<file path="config.mk">
export PLATFORM = sky130hd
export DESIGN_NAME = dsc_pins
export DESIGN_NICKNAME = d
export VERILOG_FILES = /design/src/design/dsc_pkg.sv /design/src/design/dsc_sync.sv /design/src/design/dsc_pins.sv
export SDC_FILE = /design/constraint.sdc
export NUM_CORES = 1
export LEC_CHECK = 0
export BUFFER_PORTS_ARGS = -buffer_cell sky130_fd_sc_hd__buf_2
export CAP_MARGIN = 10
export CORE_UTILIZATION = 45
export CTS_BUF_LIST = sky130_fd_sc_hd__clkbuf_8
export CTS_CLUSTER_DIAMETER = 60
export DETAILED_ROUTE_END_ITERATION = 16
export PLACE_DENSITY = 0.86
export SYNTH_ARGS = -nofsm -noshare
export SYNTH_HDL_FRONTEND = slang
export SYNTH_SLANG_ARGS = --single-unit
</file>
<file path="constraint.sdc">
create_clock -name clk -period 2.9 [get_ports clk]
set_clock_uncertainty 0.1 [all_clocks]
set_input_delay 0.145 -clock clk [delete_from_list [all_inputs] [get_ports clk]]
set_output_delay 0.145 -clock clk [all_outputs]
set_load 0.02 [all_outputs]
</file>
<file path="src/design/dsc_pkg.sv">
// Package of constants and carrier types for the deserializer strap and control pin block
package dsc_pkg;

  // ************************************************************
  // Widths and strap encodings
  // ************************************************************
  localparam int DSC_BUS_W = 32;
  localparam int DSC_NARROW_W = 24;
  localparam int DSC_EQ_W = 4;
  localparam logic [3:0] DSC_EQ_LOW_BOOST = 4'h9;
  localparam logic [3:0] DSC_EQ_HIGH_BOOST = 4'h4;
  localparam int DSC_AUDIO_W = 3;

  // ************************************************************
  // Control-pin roles
  // ************************************************************
  typedef enum logic [1:0] {
    DSC_ROLE_UART_MASTER = 2'b00,
    DSC_ROLE_UART_SLAVE = 2'b01,
    DSC_ROLE_I2C_SLAVE = 2'b10
  } dsc_role_t;

  // Latched strap set
  typedef struct packed {
    logic bus_width_strap;
    logic launch_edge_strap;
    logic control_direction_strap;
    logic control_mode_strap;
    logic equalizer_preset_strap;
  } dsc_straps_t;

  // Parallel and audio data carried to the output stage
  typedef struct packed {
    logic [DSC_BUS_W-1:0] data;
    logic [DSC_AUDIO_W-1:0] audio;
  } dsc_pix_t;

endpackage : dsc_pkg

</file>
<file path="src/design/dsc_sync.sv">
// Two-flop synchroniser for a single level
`timescale 1ns/10ps
module dsc_sync import dsc_pkg::*; #(
  parameter logic RESET_VAL = 1'b0
) (
  // Clock and reset
  input wire logic clk,
  input wire logic reset_n,
  // Level in and out
  input wire logic async_in,
  output logic sync_out
);

  logic meta_q;

  // First stage feeds only the second stage
  always_ff @(posedge clk or negedge reset_n) begin
    if (!reset_n) begin
      meta_q <= RESET_VAL;
      sync_out <= RESET_VAL;
    end else begin
      meta_q <= async_in;
      sync_out <= meta_q;
    end
  end

endmodule : dsc_sync

</file>
<file path="src/design/dsc_pins.sv">
// Strap latching, output gating, interrupt forwarding and control-pin muxing
`timescale 1ns/10ps
module dsc_pins import dsc_pkg::*; #(
  parameter int BUS_W = DSC_BUS_W,
  parameter int NARROW_W = DSC_NARROW_W
) (
  // Clock and power-down reset
  input wire logic clk,
  input wire logic reset_n,
  // Strap inputs
  input wire logic bus_width_strap,
  input wire logic launch_edge_strap,
  input wire logic control_direction_strap,
  input wire logic control_mode_strap,
  input wire logic equalizer_preset_strap,
  // Latched configuration
  output logic [DSC_EQ_W-1:0] equalizer_tuning_field,
  output logic wide_bus,
  output logic falling_launch,
  output dsc_role_t control_role,
  output logic link_mode_sel,
  output logic autostart_sel,
  // Parallel output stage
  input wire logic output_enable_n,
  input wire dsc_pix_t pix_in,
  output dsc_pix_t pix_out,
  output logic pix_oe,
  output logic pixel_clock_out,
  output logic pixel_clock_oe,
  // Interrupt forwarding
  input wire logic int_in,
  output logic int_toggle_event,
  // General-purpose open-drain pins
  input wire logic [1:0] gp_drive_low,
  input wire logic general_pin_a_in,
  input wire logic general_pin_b_in,
  output logic general_pin_a_out,
  output logic general_pin_a_oe,
  output logic general_pin_b_out,
  output logic general_pin_b_oe,
  output logic [1:0] gp_level,
  // Control engine side
  input wire logic uart_tx,
  output logic uart_rx,
  input wire logic i2c_scl_low,
  input wire logic i2c_sda_low,
  output logic i2c_sda_in,
  input wire logic use_i2c,
  // Shared control pins
  input wire logic rx_data_pin_in,
  output logic rx_data_pin_out,
  output logic rx_data_pin_oe,
  output logic tx_clock_pin_out,
  output logic tx_clock_pin_oe
);

  // ************************************************************
  // Strap capture
  // ************************************************************
  // Capture in a clocked process after reset release, never from reset itself
  dsc_straps_t straps_q;
  logic latch_pend_q;

  always_ff @(posedge clk or negedge reset_n) begin
    if (!reset_n) begin
      latch_pend_q <= 1'b1;
      straps_q <= '0;
    end else if (latch_pend_q) begin
      latch_pend_q <= 1'b0;
      straps_q <= '{bus_width_strap, launch_edge_strap, control_direction_strap,
                    control_mode_strap, equalizer_preset_strap};
    end
  end

  always_ff @(posedge clk or negedge reset_n) begin
    if (!reset_n) begin
      equalizer_tuning_field <= DSC_EQ_LOW_BOOST;
    end else if (latch_pend_q) begin
      equalizer_tuning_field <= equalizer_preset_strap ? DSC_EQ_HIGH_BOOST : DSC_EQ_LOW_BOOST;
    end
  end

  assign wide_bus = straps_q.bus_width_strap;
  assign falling_launch = straps_q.launch_edge_strap;

  always_comb begin
    if (straps_q.control_direction_strap) begin
      control_role = DSC_ROLE_UART_MASTER;
    end else if (use_i2c) begin
      control_role = DSC_ROLE_I2C_SLAVE;
    end else begin
      control_role = DSC_ROLE_UART_SLAVE;
    end
  end

  assign link_mode_sel = straps_q.control_direction_strap & straps_q.control_mode_strap;
  assign autostart_sel = ~straps_q.control_direction_strap & straps_q.control_mode_strap;

  // ************************************************************
  // Parallel output stage
  // ************************************************************
  logic [BUS_W-1:0] width_mask;
  logic clk_div_q;
  logic launch_tick;
  logic [BUS_W-1:0] data_q;
  logic [DSC_AUDIO_W-1:0] audio_q;

  // Upper lanes stay low in narrow mode
  assign width_mask = wide_bus ? {BUS_W{1'b1}} : {{(BUS_W-NARROW_W){1'b0}}, {NARROW_W{1'b1}}};

  // Pixel clock is the system clock halved so both edges are visible
  always_ff @(posedge clk or negedge reset_n) begin
    if (!reset_n) begin
      clk_div_q <= 1'b0;
    end else begin
      clk_div_q <= ~clk_div_q;
    end
  end

  assign launch_tick = falling_launch ? clk_div_q : ~clk_div_q;

  always_ff @(posedge clk or negedge reset_n) begin
    if (!reset_n) begin
      data_q <= '0;
      audio_q <= '0;
    end else if (launch_tick) begin
      data_q <= pix_in.data & width_mask;
      audio_q <= pix_in.audio;
    end
  end

  assign pix_out = '{data_q, audio_q};
  assign pix_oe = ~output_enable_n;
  assign pixel_clock_out = clk_div_q;
  assign pixel_clock_oe = ~output_enable_n;

  // ************************************************************
  // Interrupt forwarding
  // ************************************************************
  // Cycles until the synchroniser and the previous-level flop both hold real pin samples
  localparam int INT_SETTLE = 3;
  logic int_sync;
  logic int_prev_q;
  logic [INT_SETTLE-1:0] int_arm_q;

  dsc_sync #(.RESET_VAL(1'b0)) u_int_sync (
    .clk(clk),
    .reset_n(reset_n),
    .async_in(int_in),
    .sync_out(int_sync)
  );

  // Compares wait until the flops hold pin samples, so a pin idling high is no false edge
  // Limitation: a pin change during power-down, before the first sample after exit, is not forwarded
  always_ff @(posedge clk or negedge reset_n) begin
    if (!reset_n) begin
      int_prev_q <= 1'b0;
      int_arm_q <= '0;
    end else begin
      int_prev_q <= int_sync;
      int_arm_q <= {int_arm_q[INT_SETTLE-2:0], 1'b1};
    end
  end

  assign int_toggle_event = int_arm_q[INT_SETTLE-1] & (int_sync ^ int_prev_q);

  // ************************************************************
  // General-purpose pins
  // ************************************************************
  // open-drain, released in reset
  always_ff @(posedge clk or negedge reset_n) begin
    if (!reset_n) begin
      general_pin_a_oe <= 1'b0;
      general_pin_b_oe <= 1'b0;
    end else begin
      general_pin_a_oe <= gp_drive_low[0];
      general_pin_b_oe <= gp_drive_low[1];
    end
  end

  assign general_pin_a_out = 1'b0;
  assign general_pin_b_out = 1'b0;
  assign gp_level = {general_pin_b_in, general_pin_a_in};

  // ************************************************************
  // Shared control pins
  // ************************************************************
  logic i2c_mode;
  assign i2c_mode = (control_role == DSC_ROLE_I2C_SLAVE);

  assign uart_rx = i2c_mode ? 1'b1 : rx_data_pin_in;
  assign i2c_sda_in = i2c_mode ? rx_data_pin_in : 1'b1;

  assign rx_data_pin_out = 1'b0;
  assign rx_data_pin_oe = reset_n & i2c_mode & i2c_sda_low;

  // clock pin role, open-drain per pin type
  assign tx_clock_pin_out = 1'b0;
  assign tx_clock_pin_oe = reset_n & (i2c_mode ? i2c_scl_low : ~uart_tx);

endmodule : dsc_pins

</file>
==> impl_metrics.tcl, run 1 <==
set metrics [dict create \
    timing.critical_path.required_ns 2.98 \
    fp.dieArea_mm2 0.00496 \
    number_of_global_route_vias_before_repair 1655 \
    tritoncts "yes" \
    fillers 292 \
    worstPathCellList "xnor2_4 -> buf_12 -> mux2_2" \
    synthesis.area_mm2 0.00211 \
    cts-root-to-sink-buffers 2 \
    num_rows 24 \
    netlist_instances 140 \
    grt_remaining_overflow 0 \
    power.share.combinational 0.275 \
    most_frequent_cells_in_the_layout "sky130_fd_sc_hd__buf_2, sky130_fd_sc_hd__dfrtp_1, sky130_fd_sc_hd__dlygate4sd3_1, sky130_fd_sc_hd__mux2_4, sky130_fd_sc_hd__inv_1" \
    antenna_found_initial 0 \
    postRouteWirelength_mm 4.65 \
    via_count 1560 \
    cpPeakStageDelay_ns 0.51 \
    final-max-slew-violation-count 0 \
    timing.final.crit_share 0.631 \
    outcome "completed" \
    worst_hold_path_type "input pin to primary output" \
    post-route-drc-count 0 \
    worstPathMaxFanout 25 \
    tritoncts_num_sinks 51 \
    avgViaCountPerCell 4.57 \
    crit_buf_inv 1 \
    syn_avg_cell_area_um2 15.0 \
    nets_finish 341 \
    ioPinCount 114 \
    gp_congestion 0.725 \
    detail_route.first_pass.iterations 4 \
    cell_internal_pwr_mw 1.26 \
    drt_first_iter_violations 48 \
    global_route.usage.total 0.201 \
    final_area_mm2 0.00317 \
    powerDensity_mw_per_mm2 562 \
    worst_ep_arrival_time_ns 1.92 \
    final_common_cell "sky130_fd_sc_hd__buf_2" \
    final_core_util 0.719 \
    start_util 0.477 \
    h_tree_levels 2 \
    final_period_minus_worst_setup_slack_ns 1.83 \
    final_layout_size_suffix_gt1_frac 0.522 \
    numCtsBuffers 5 \
    critPathKind "register to register" \
    antennaDiodeCount 0 \
    first_pass_grt_wire_length_mm 7.59 \
    floorplan.core_area_mm2 0.00441 \
    die_h_um 70.4 \
    max-slew-margin-rel 0.591 \
    synth.lib_cells_used.distinct 21 \
    grt_start_max_net_pins 52 \
    cts.repair_timing.setup_buffer_count 0 \
    cts.root.buffer_cell "sky130_fd_sc_hd__clkbuf_8" \
    p_sw_uw 526 \
    final.setup.worst_slack_ns 1.07 \
    cap_violations 0 \
    seq_area_frac_synth 0.607 \
    vdd_drop_max_mv 0.315 \
    clockPowerShare 0.245 \
    synth.ff_latch_count 51 \
    clk_latency_ns 0.29 \
    placement.cell_area_mm2 0.00263 \
    pwr-share-seq 0.481 \
    fin_tns_setup_ns 0 \
    dp_hpwl_mm 2.66 \
    worst_tran_pin_value_ns 0.614 \
    detail_route.wl_per_cell_um 13.6 \
    port_buffers 104 \
    grt_setup_unrepaired "false" \
    worst_setup_path_start_kind "register" \
    power.static_leakage_nw 1.68 \
    dpl_worst_slack_ns 1.08 \
    final_hold_viol_count 0 \
    switching_share 0.295 \
    worst_setup_path_end_kind "register" \
    finalSetupViolations 0 \
    drt.antenna.violating_nets 0 \
    clk_pin_slew_ns 0.09 \
    synth.yosys.warnings 0 \
    area.growth.synth_to_final_pct 50.7 \
    die_w_um 70.4 \
    total_power_mw 1.78 \
    critical_path.top_delay_family "XOR/XNOR gates" \
    timing_limited_maximum_frequency_mhz 546 \
    timing.critical_path.slowest_stage_cell "sky130_fd_sc_hd__xnor2_4" \
]
through the flow:
stage                     hold slack (ns)  std cells
after floorplan                    -0.251        145
after global placement              0.153        289
after detailed placement            0.155        289
after CTS                           0.190        341
after global routing                0.190        341
final                               0.190        341
per-layer routing:
metal | routed length (um) | share of wire | up-vias | global-route usage
met4 | 151 | 0.033 | 0 | 0.109
met3 | 341 | 0.073 | 17 | 0.0577
li1 | - | - | 731 | -
met1 | 1790 | 0.38 | 741 | 0.230
met5 | 0 | 0 | - | 0
met2 | 2360 | 0.51 | 71 | 0.337
kinds of logic after synthesis:
kind of cell	count (synthesis)	synth area share
DFF	51	0.607
muxes	41	0.253
buffers and inverters	26	0.0731
and+or+nand+nor	17	0.0410
xor gates and xnor gates	2	0.0172
other	2	0.00357
AOI/OAI and AO/OA	1	0.00475
cell type report:
cell class / instances / area (um2) / share of cell area
Clock inverter: 1 / 7.51 / 0.00237
Clock buffer: 7 / 96.3 / 0.0304
Inverter: 12 / 45.0 / 0.0142
Tap cell: 52 / 65.1 / 0.0205
Multi-Input combinational cell: 68 / 692 / 0.218
Timing Repair Buffer: 150 / 988 / 0.312
Sequential cell: 51 / 1280 / 0.403
power groups by stage:
stage	combinational, mW	sequential (mW)	clock (mW)
finish	0.490	0.858	0.437
global route	0.523	0.869	0.479
CTS	0.488	0.856	0.452
detailed placement	0.444	0.866	0
global placement	0.433	0.866	0
floorplan	0.198	0.962	0
repair_timing:
action,4_1_cts,5_1_grt
resized for setup,0,0
hold buffers,44,0
endpoints found under the hold margin,93,0
worst register-to-register path: stages, from the launching register on:
cell                      delay (ns)
sky130_fd_sc_hd__dfrtp_1        0.46
sky130_fd_sc_hd__xnor2_4        0.51
sky130_fd_sc_hd__buf_12         0.28
sky130_fd_sc_hd__mux2_2         0.37
final timing paths:
check	from	end	slack (ns)	depth (start not counted)
worst min-delay path	general_pin_b_in	gp_level[1]	0.19	0
worst min register to register	int_arm_q[0]	int_arm_q[1]	0.25	0
worst max-delay path	pixel_clock_out	data_q[6]	1.07	3
worst max register to register	pixel_clock_out	data_q[6]	1.07	3
max in group asynchronous	reset_n	data_q[22]	1.86	3
min in group asynchronous	reset_n	straps_q[1]	0.42	3
registers in the layout (all words and copies together), names as in the netlist, 2 cells and up:
signal / count
audio_q: 3
data_q: 32
equalizer_tuning_field: 2
int_arm_q: 3
straps_q: 2
cell usage after synthesis:
| cell type | count | area share |
|---|---|---|
| sky130_fd_sc_hd__o211a_1 | 1 | 0.0048 |
| sky130_fd_sc_hd__and3_1 | 1 | 0.0030 |
| sky130_fd_sc_hd__or2_2 | 1 | 0.0030 |
| sky130_fd_sc_hd__xor2_1 | 1 | 0.0042 |
| sky130_fd_sc_hd__inv_1 | 12 | 0.021 |
| sky130_fd_sc_hd__dfstp_2 | 2 | 0.025 |
| sky130_fd_sc_hd__or3b_2 | 1 | 0.0042 |
| sky130_fd_sc_hd__xnor2_4 | 1 | 0.013 |
| sky130_fd_sc_hd__dfrtp_1 | 49 | 0.58 |
| sky130_fd_sc_hd__clkbuf_1 | 2 | 0.0036 |
| sky130_fd_sc_hd__nor2_1 | 1 | 0.0018 |
| sky130_fd_sc_hd__mux2i_1 | 9 | 0.043 |
| sky130_fd_sc_hd__buf_6 | 3 | 0.016 |
| sky130_fd_sc_hd__nand2b_1 | 1 | 0.0030 |
| sky130_fd_sc_hd__and2_1 | 2 | 0.0059 |
| sky130_fd_sc_hd__mux2_4 | 22 | 0.16 |
| sky130_fd_sc_hd__nor2b_1 | 2 | 0.0059 |
| sky130_fd_sc_hd__mux2_2 | 10 | 0.053 |
| sky130_fd_sc_hd__buf_4 | 9 | 0.032 |
| sky130_fd_sc_hd__nand2_1 | 8 | 0.014 |
| sky130_fd_sc_hd__conb_1 | 2 | 0.0036 |
Note: power is estimated with default switching activity, not from simulation.
==> inputs of run 2 (changes only) <==
--- a/config.mk
+++ b/config.mk
@@ -7,11 +7,11 @@
 export LEC_CHECK = 0
 export BUFFER_PORTS_ARGS = -buffer_cell sky130_fd_sc_hd__buf_2
 export CAP_MARGIN = 10
-export CORE_UTILIZATION = 45
+export CORE_UTILIZATION = 41
 export CTS_BUF_LIST = sky130_fd_sc_hd__clkbuf_8
 export CTS_CLUSTER_DIAMETER = 60
 export DETAILED_ROUTE_END_ITERATION = 16
-export PLACE_DENSITY = 0.86
+export PLACE_DENSITY = 0.82
 export SYNTH_ARGS = -nofsm -noshare
 export SYNTH_HDL_FRONTEND = slang
 export SYNTH_SLANG_ARGS = --single-unit
==> constraint.sdc (replaced) <==
create_clock -name clk -period 1.6 [get_ports clk]
set_clock_uncertainty 0.1 [all_clocks]
set_input_delay 0.08 -clock clk [delete_from_list [all_inputs] [get_ports clk]]
set_output_delay 0.08 -clock clk [all_outputs]
set_load 0.02 [all_outputs]
==> impl_metrics.tcl, run 2 (synthesized netlist as in run 1, its figures left out) <==
set metrics [dict create \
    outcome "completed" \
    tritoncts_num_sinks 51 \
    worstPathMaxFanout 4 \
    pwr-share-seq 0.483 \
    power.share.combinational 0.279 \
    antennaDiodeCount 0 \
    p_sw_uw 928 \
    num_rows 25 \
    most_frequent_cells_in_the_layout "sky130_fd_sc_hd__buf_2, sky130_fd_sc_hd__dfrtp_1, sky130_fd_sc_hd__dlygate4sd3_1, sky130_fd_sc_hd__mux2_4, sky130_fd_sc_hd__inv_1" \
    first_pass_grt_wire_length_mm 6.91 \
    clk_pin_slew_ns 0.08 \
    timing.critical_path.slowest_stage_cell "sky130_fd_sc_hd__dfrtp_1" \
    timing.final.crit_share 0.953 \
    power.static_leakage_nw 1.70 \
    final_hold_viol_count 0 \
    powerDensity_mw_per_mm2 1000 \
    antenna_found_initial 0 \
    final_layout_size_suffix_gt1_frac 0.522 \
    number_of_global_route_vias_before_repair 1545 \
    largest_registers "data_q x32, audio_q x3, int_arm_q x3" \
    grt_setup_unrepaired "false" \
    final-max-slew-violation-count 0 \
    hold_slack_ns 0.0600 \
    area.growth.synth_to_final_pct 52.5 \
    dp_hpwl_mm 2.71 \
    worst_setup_path_end_kind "primary output" \
    worst_setup_path_start_kind "register" \
    worst_ep_arrival_time_ns 1.35 \
    final_core_util 0.667 \
    detail_route.first_pass.iterations 4 \
    ioPinCount 114 \
    cell_internal_pwr_mw 2.29 \
    post-route-drc-count 0 \
    worst_hold_path_type "input pin to primary output" \
    grt_start_max_net_pins 52 \
    cts.root.buffer_cell "sky130_fd_sc_hd__clkbuf_8" \
    worstPathCellList "or3b_4 -> o211a_1 -> buf_6" \
    avgViaCountPerCell 4.26 \
    die_h_um 73.7 \
    fp.dieArea_mm2 0.00543 \
    final_common_cell "sky130_fd_sc_hd__buf_2" \
    start_util 0.437 \
    nets_finish 343 \
    timing.critical_path.required_ns 1.42 \
    drt_first_iter_violations 47 \
    detail_route.wl_per_cell_um 12.9 \
    cap_violations 0 \
    drt.antenna.violating_nets 0 \
    die_w_um 73.7 \
    cts-root-to-sink-buffers 2 \
    h_tree_levels 2 \
    final_period_minus_worst_setup_slack_ns 1.53 \
    grt_remaining_overflow 0 \
    finalSetupViolations 0 \
    max-slew-margin-rel 0.587 \
    via_count 1526 \
    worst_tran_pin_value_ns 0.620 \
    top_register_by_number_of_flip_flops "data_q" \
    vdd_drop_max_mv 0.494 \
    port_buffers 104 \
    switching_share 0.289 \
    timing_limited_maximum_frequency_mhz 655 \
    tritoncts "yes" \
    clk_latency_ns 0.29 \
    fin_tns_setup_ns 0 \
    cpPeakStageDelay_ns 0.42 \
    numCtsBuffers 5 \
    critPathKind "register to primary output" \
    gp_congestion 0.700 \
    number_of_flip_flops_in_the_largest_register 32 \
    postRouteWirelength_mm 4.64 \
    floorplan.core_area_mm2 0.00482 \
    fillers 353 \
    global_route.usage.total 0.171 \
    clockPowerShare 0.238 \
]
-- run 2: power by group through the flow --
stage,clock [mW],combinational [mW],sequential [mW]
6_report,0.766,0.896,1.55
5_1_grt,0.852,0.956,1.57
4_1_cts,0.801,0.898,1.55
3_5_place_dp,0,0.808,1.57
3_3_place_gp,0,0.789,1.57
2_1_floorplan,0,0.359,1.74
-- run 2: worst paths after layout --
check                                 start  slack [ns]  cells after the start              end
min                        general_pin_a_in        0.06                      0      gp_level[0]
max in group asynchronous           reset_n        0.59                      3       data_q[19]
min reg2reg                    int_arm_q[1]        0.25                      0     int_arm_q[2]
max                             straps_q[2]        0.07                      3  tx_clock_pin_oe
min in group asynchronous           reset_n        0.40                      3       data_q[26]
max reg2reg                 pixel_clock_out        0.11                      3        data_q[7]
-- run 2: layout make-up --
class	instances	area (um2)	share of cell area
multi-input cells	68	694	0.216
well taps	67	83.8	0.0261
flip-flops and latches	51	1280	0.398
clock buffers	7	96.3	0.0300
clock inverters	1	3.75	0.00117
inverters	12	45.0	0.0140
repair buffers	152	1010	0.314
-- run 2: repair_timing --
item	CTS	global route
buffers inserted	1	0
pin swaps	0	1
setup endpoints to repair	1	1
endpoints found under the hold margin	93	0
gates resized for setup	3	0
cloned	0	0
hold buffers	44	0
-- run 2: critical path: cells and delay by family (launching register included) --
kind / cells / cell delay, ns
DFF: 1 / 0.42
and+or+nand+nor: 1 / 0.38
AOI/OAI and AO/OA: 1 / 0.14
buffers and inverters: 1 / 0.13
-- run 2: layer usage --
layer	GRT usage	wire, um
met3	0.0329	212
met4	0.0470	21
met5	0	0
met2	0.311	2480
met1	0.205	1920
-- run 2: stage by stage --
step / cells / setup slack, ns / power [mW] / area, um2
after floorplan: 145 / 0.0472 / 2.10 / 2120
after global placement: 305 / 0.144 / 2.36 / 2660
after detailed placement: 305 / 0.119 / 2.38 / 2660
after CTS: 358 / 0.0381 / 3.25 / 3210
after global routing: 358 / 0.00225 / 3.38 / 3210
final: 358 / 0.0744 / 3.21 / 3210
==> inputs of run 3 (changes only) <==
--- a/config.mk
+++ b/config.mk
@@ -7,11 +7,12 @@
 export LEC_CHECK = 0
 export BUFFER_PORTS_ARGS = -buffer_cell sky130_fd_sc_hd__buf_2
 export CAP_MARGIN = 10
+export CORE_MARGIN = 4
 export CORE_UTILIZATION = 41
 export CTS_BUF_LIST = sky130_fd_sc_hd__clkbuf_8
 export CTS_CLUSTER_DIAMETER = 60
 export DETAILED_ROUTE_END_ITERATION = 16
-export PLACE_DENSITY = 0.82
+export PLACE_DENSITY = 0.77
 export SYNTH_ARGS = -nofsm -noshare
 export SYNTH_HDL_FRONTEND = slang
 export SYNTH_SLANG_ARGS = --single-unit
==> impl_metrics.tcl, run 3 (synthesized netlist as in run 1, its figures left out) <==
set metrics [dict create \
    timing.final.crit_share 0.941 \
    power.static_leakage_nw 1.71 \
    cell_internal_pwr_mw 2.41 \
    area.growth.synth_to_final_pct 53.9 \
    global_route.usage.total 0.163 \
    fp.dieArea_mm2 0.00635 \
    worst_reg2reg_path_startpoint "pixel_clock_out" \
    detail_route.first_pass.iterations 4 \
    worstPathMaxFanout 2 \
    final_core_util 0.668 \
    num_rows 25 \
    postRouteWirelength_mm 5.12 \
    finalSetupViolations 0 \
    final_common_cell "sky130_fd_sc_hd__buf_2" \
    worst_setup_path_start_kind "register" \
    antennaDiodeCount 0 \
    final_layout_size_suffix_gt1_frac 0.529 \
    hold_slack_ns 0.0600 \
    vdd_drop_max_mv 0.538 \
    fin_tns_setup_ns 0 \
    worst_tran_pin_value_ns 0.615 \
    cap_violations 0 \
    antenna_found_initial 0 \
    grt_start_max_net_pins 52 \
    grt_remaining_overflow 0 \
    clk_pin_slew_ns 0.10 \
    drt.antenna.violating_nets 0 \
    start_util 0.434 \
    hp-start "general_pin_a_in" \
    tritoncts_num_sinks 51 \
    final.setup.worst_slack_ns 0.0944 \
    worst_ep_arrival_time_ns 1.33 \
    number_of_global_route_vias_before_repair 1691 \
    gp_congestion 0.736 \
    clockPowerShare 0.275 \
    outcome "completed" \
    critPathKind "register to primary output" \
    hold_depth 0 \
    grt_setup_unrepaired "false" \
    via_count 1581 \
    largest_registers "data_q x32, audio_q x3, int_arm_q x3" \
    most_frequent_cells_in_the_layout "sky130_fd_sc_hd__buf_2, sky130_fd_sc_hd__dfrtp_1, sky130_fd_sc_hd__dlygate4sd3_1, sky130_fd_sc_hd__mux2_4, sky130_fd_sc_hd__inv_1" \
    nets_finish 343 \
    avgViaCountPerCell 4.42 \
    final_area_mm2 0.00324 \
    h_tree_levels 2 \
    numCtsBuffers 5 \
    worstSetupStartpoint "straps_q[2]" \
    timing_limited_maximum_frequency_mhz 664 \
    placement.cell_area_mm2 0.00266 \
    ioPinCount 114 \
    worst_hold_path_type "input pin to primary output" \
    floorplan.core_area_mm2 0.00485 \
    port_buffers 104 \
    final_period_minus_worst_setup_slack_ns 1.51 \
    dp_hpwl_mm 3.13 \
    top_register_by_number_of_flip_flops "data_q" \
    detail_route.wl_per_cell_um 14.3 \
    tritoncts "yes" \
    die_h_um 79.7 \
    power.share.combinational 0.268 \
    timing.critical_path.required_ns 1.42 \
    pwr-share-seq 0.457 \
    dpl_worst_slack_ns 0.112 \
    post-route-drc-count 0 \
    cts-root-to-sink-buffers 2 \
    max-slew-margin-rel 0.590 \
    number_of_flip_flops_in_the_largest_register 32 \
    worst_setup_path_end_kind "primary output" \
    cts.root.buffer_cell "sky130_fd_sc_hd__clkbuf_8" \
    final_hold_viol_count 0 \
    p_sw_uw 989 \
    final-max-slew-violation-count 0 \
    clk_latency_ns 0.30 \
    die_w_um 79.7 \
    reg2regPathDepth 3 \
    drt_first_iter_violations 52 \
    first_pass_grt_wire_length_mm 7.86 \
    switching_share 0.291 \
    powerDensity_mw_per_mm2 1050 \
]
==> run 3: cell count changes in the layout (fill, tap and decap cells not counted) <==
| cell | before | now |
|---|---|---|
| sky130_fd_sc_hd__bufinv_16 | 0 | 1 |
| sky130_fd_sc_hd__clkbuf_8 | 7 | 6 |
| sky130_fd_sc_hd__inv_1 | 13 | 12 |
| sky130_fd_sc_hd__inv_6 | 0 | 1 |
| sky130_fd_sc_hd__nor2b_1 | 2 | 1 |
| sky130_fd_sc_hd__nor2b_4 | 0 | 1 |
==> run 3: timing repair <==
item | 4_1_cts | 5_1_grt
hold buffers | 44 | 0
resized for setup | 2 | 3
endpoints found under the setup margin | 1 | 4
pin swaps | 1 | 0
endpoints found under the hold margin | 93 | 0
setup buffers | 1 | 0
==> run 3: worst max-delay path, stage by stage (launching register included) <==
cell	delay [ns]
sky130_fd_sc_hd__dfrtp_1	0.39
sky130_fd_sc_hd__or3b_4	0.38
sky130_fd_sc_hd__o211a_1	0.12
sky130_fd_sc_hd__buf_6	0.13
==> run 3: power by group through the flow <==
stage	combinational, mW	clock [mW]	sequential (mW)
floorplan	0.359	0	1.74
global placement	0.796	0	1.57
detailed placement	0.816	0	1.57
CTS	0.905	0.959	1.55
global route	0.972	1.02	1.58
finish	0.913	0.935	1.55
==> run 3: layout make-up <==
class / count / area [um2]
Multi-Input combinational cell: 68 / 702
Fill cell: 355 / 1610
Inverter: 12 / 45.0
Timing Repair Buffer: 152 / 1010
Clock buffer: 6 / 82.6
Tap cell: 67 / 83.8
Sequential cell: 51 / 1280
Clock inverter: 2 / 38.8
==> run 3: per-stage QoR <==
step           cells  power [mW]
2_1_floorplan    145        2.10
3_3_place_gp     305        2.37
3_5_place_dp     305        2.39
4_1_cts          358        3.41
5_1_grt          358        3.57
6_report         358        3.40
==> run 3: layer usage <==
layer / GRT usage / vias up / wire length, um
met4: 0.0567 / 0 / 91
li1: - / 735 / -
met5: 0 / - / 0
met2: 0.308 / 74 / 2740
met1: 0.170 / 763 / 1930
met3: 0.0440 / 9 / 360
==> run 3: final timing paths <==
check	to	slack [ns]
worst max-delay path	tx_clock_pin_oe	0.09
worst min-delay path	gp_level[0]	0.06
worst max register to register	audio_q[2]	0.10
worst min register to register	int_arm_q[2]	0.25
max in group asynchronous	audio_q[0]	0.64
min in group asynchronous	straps_q[1]	0.34
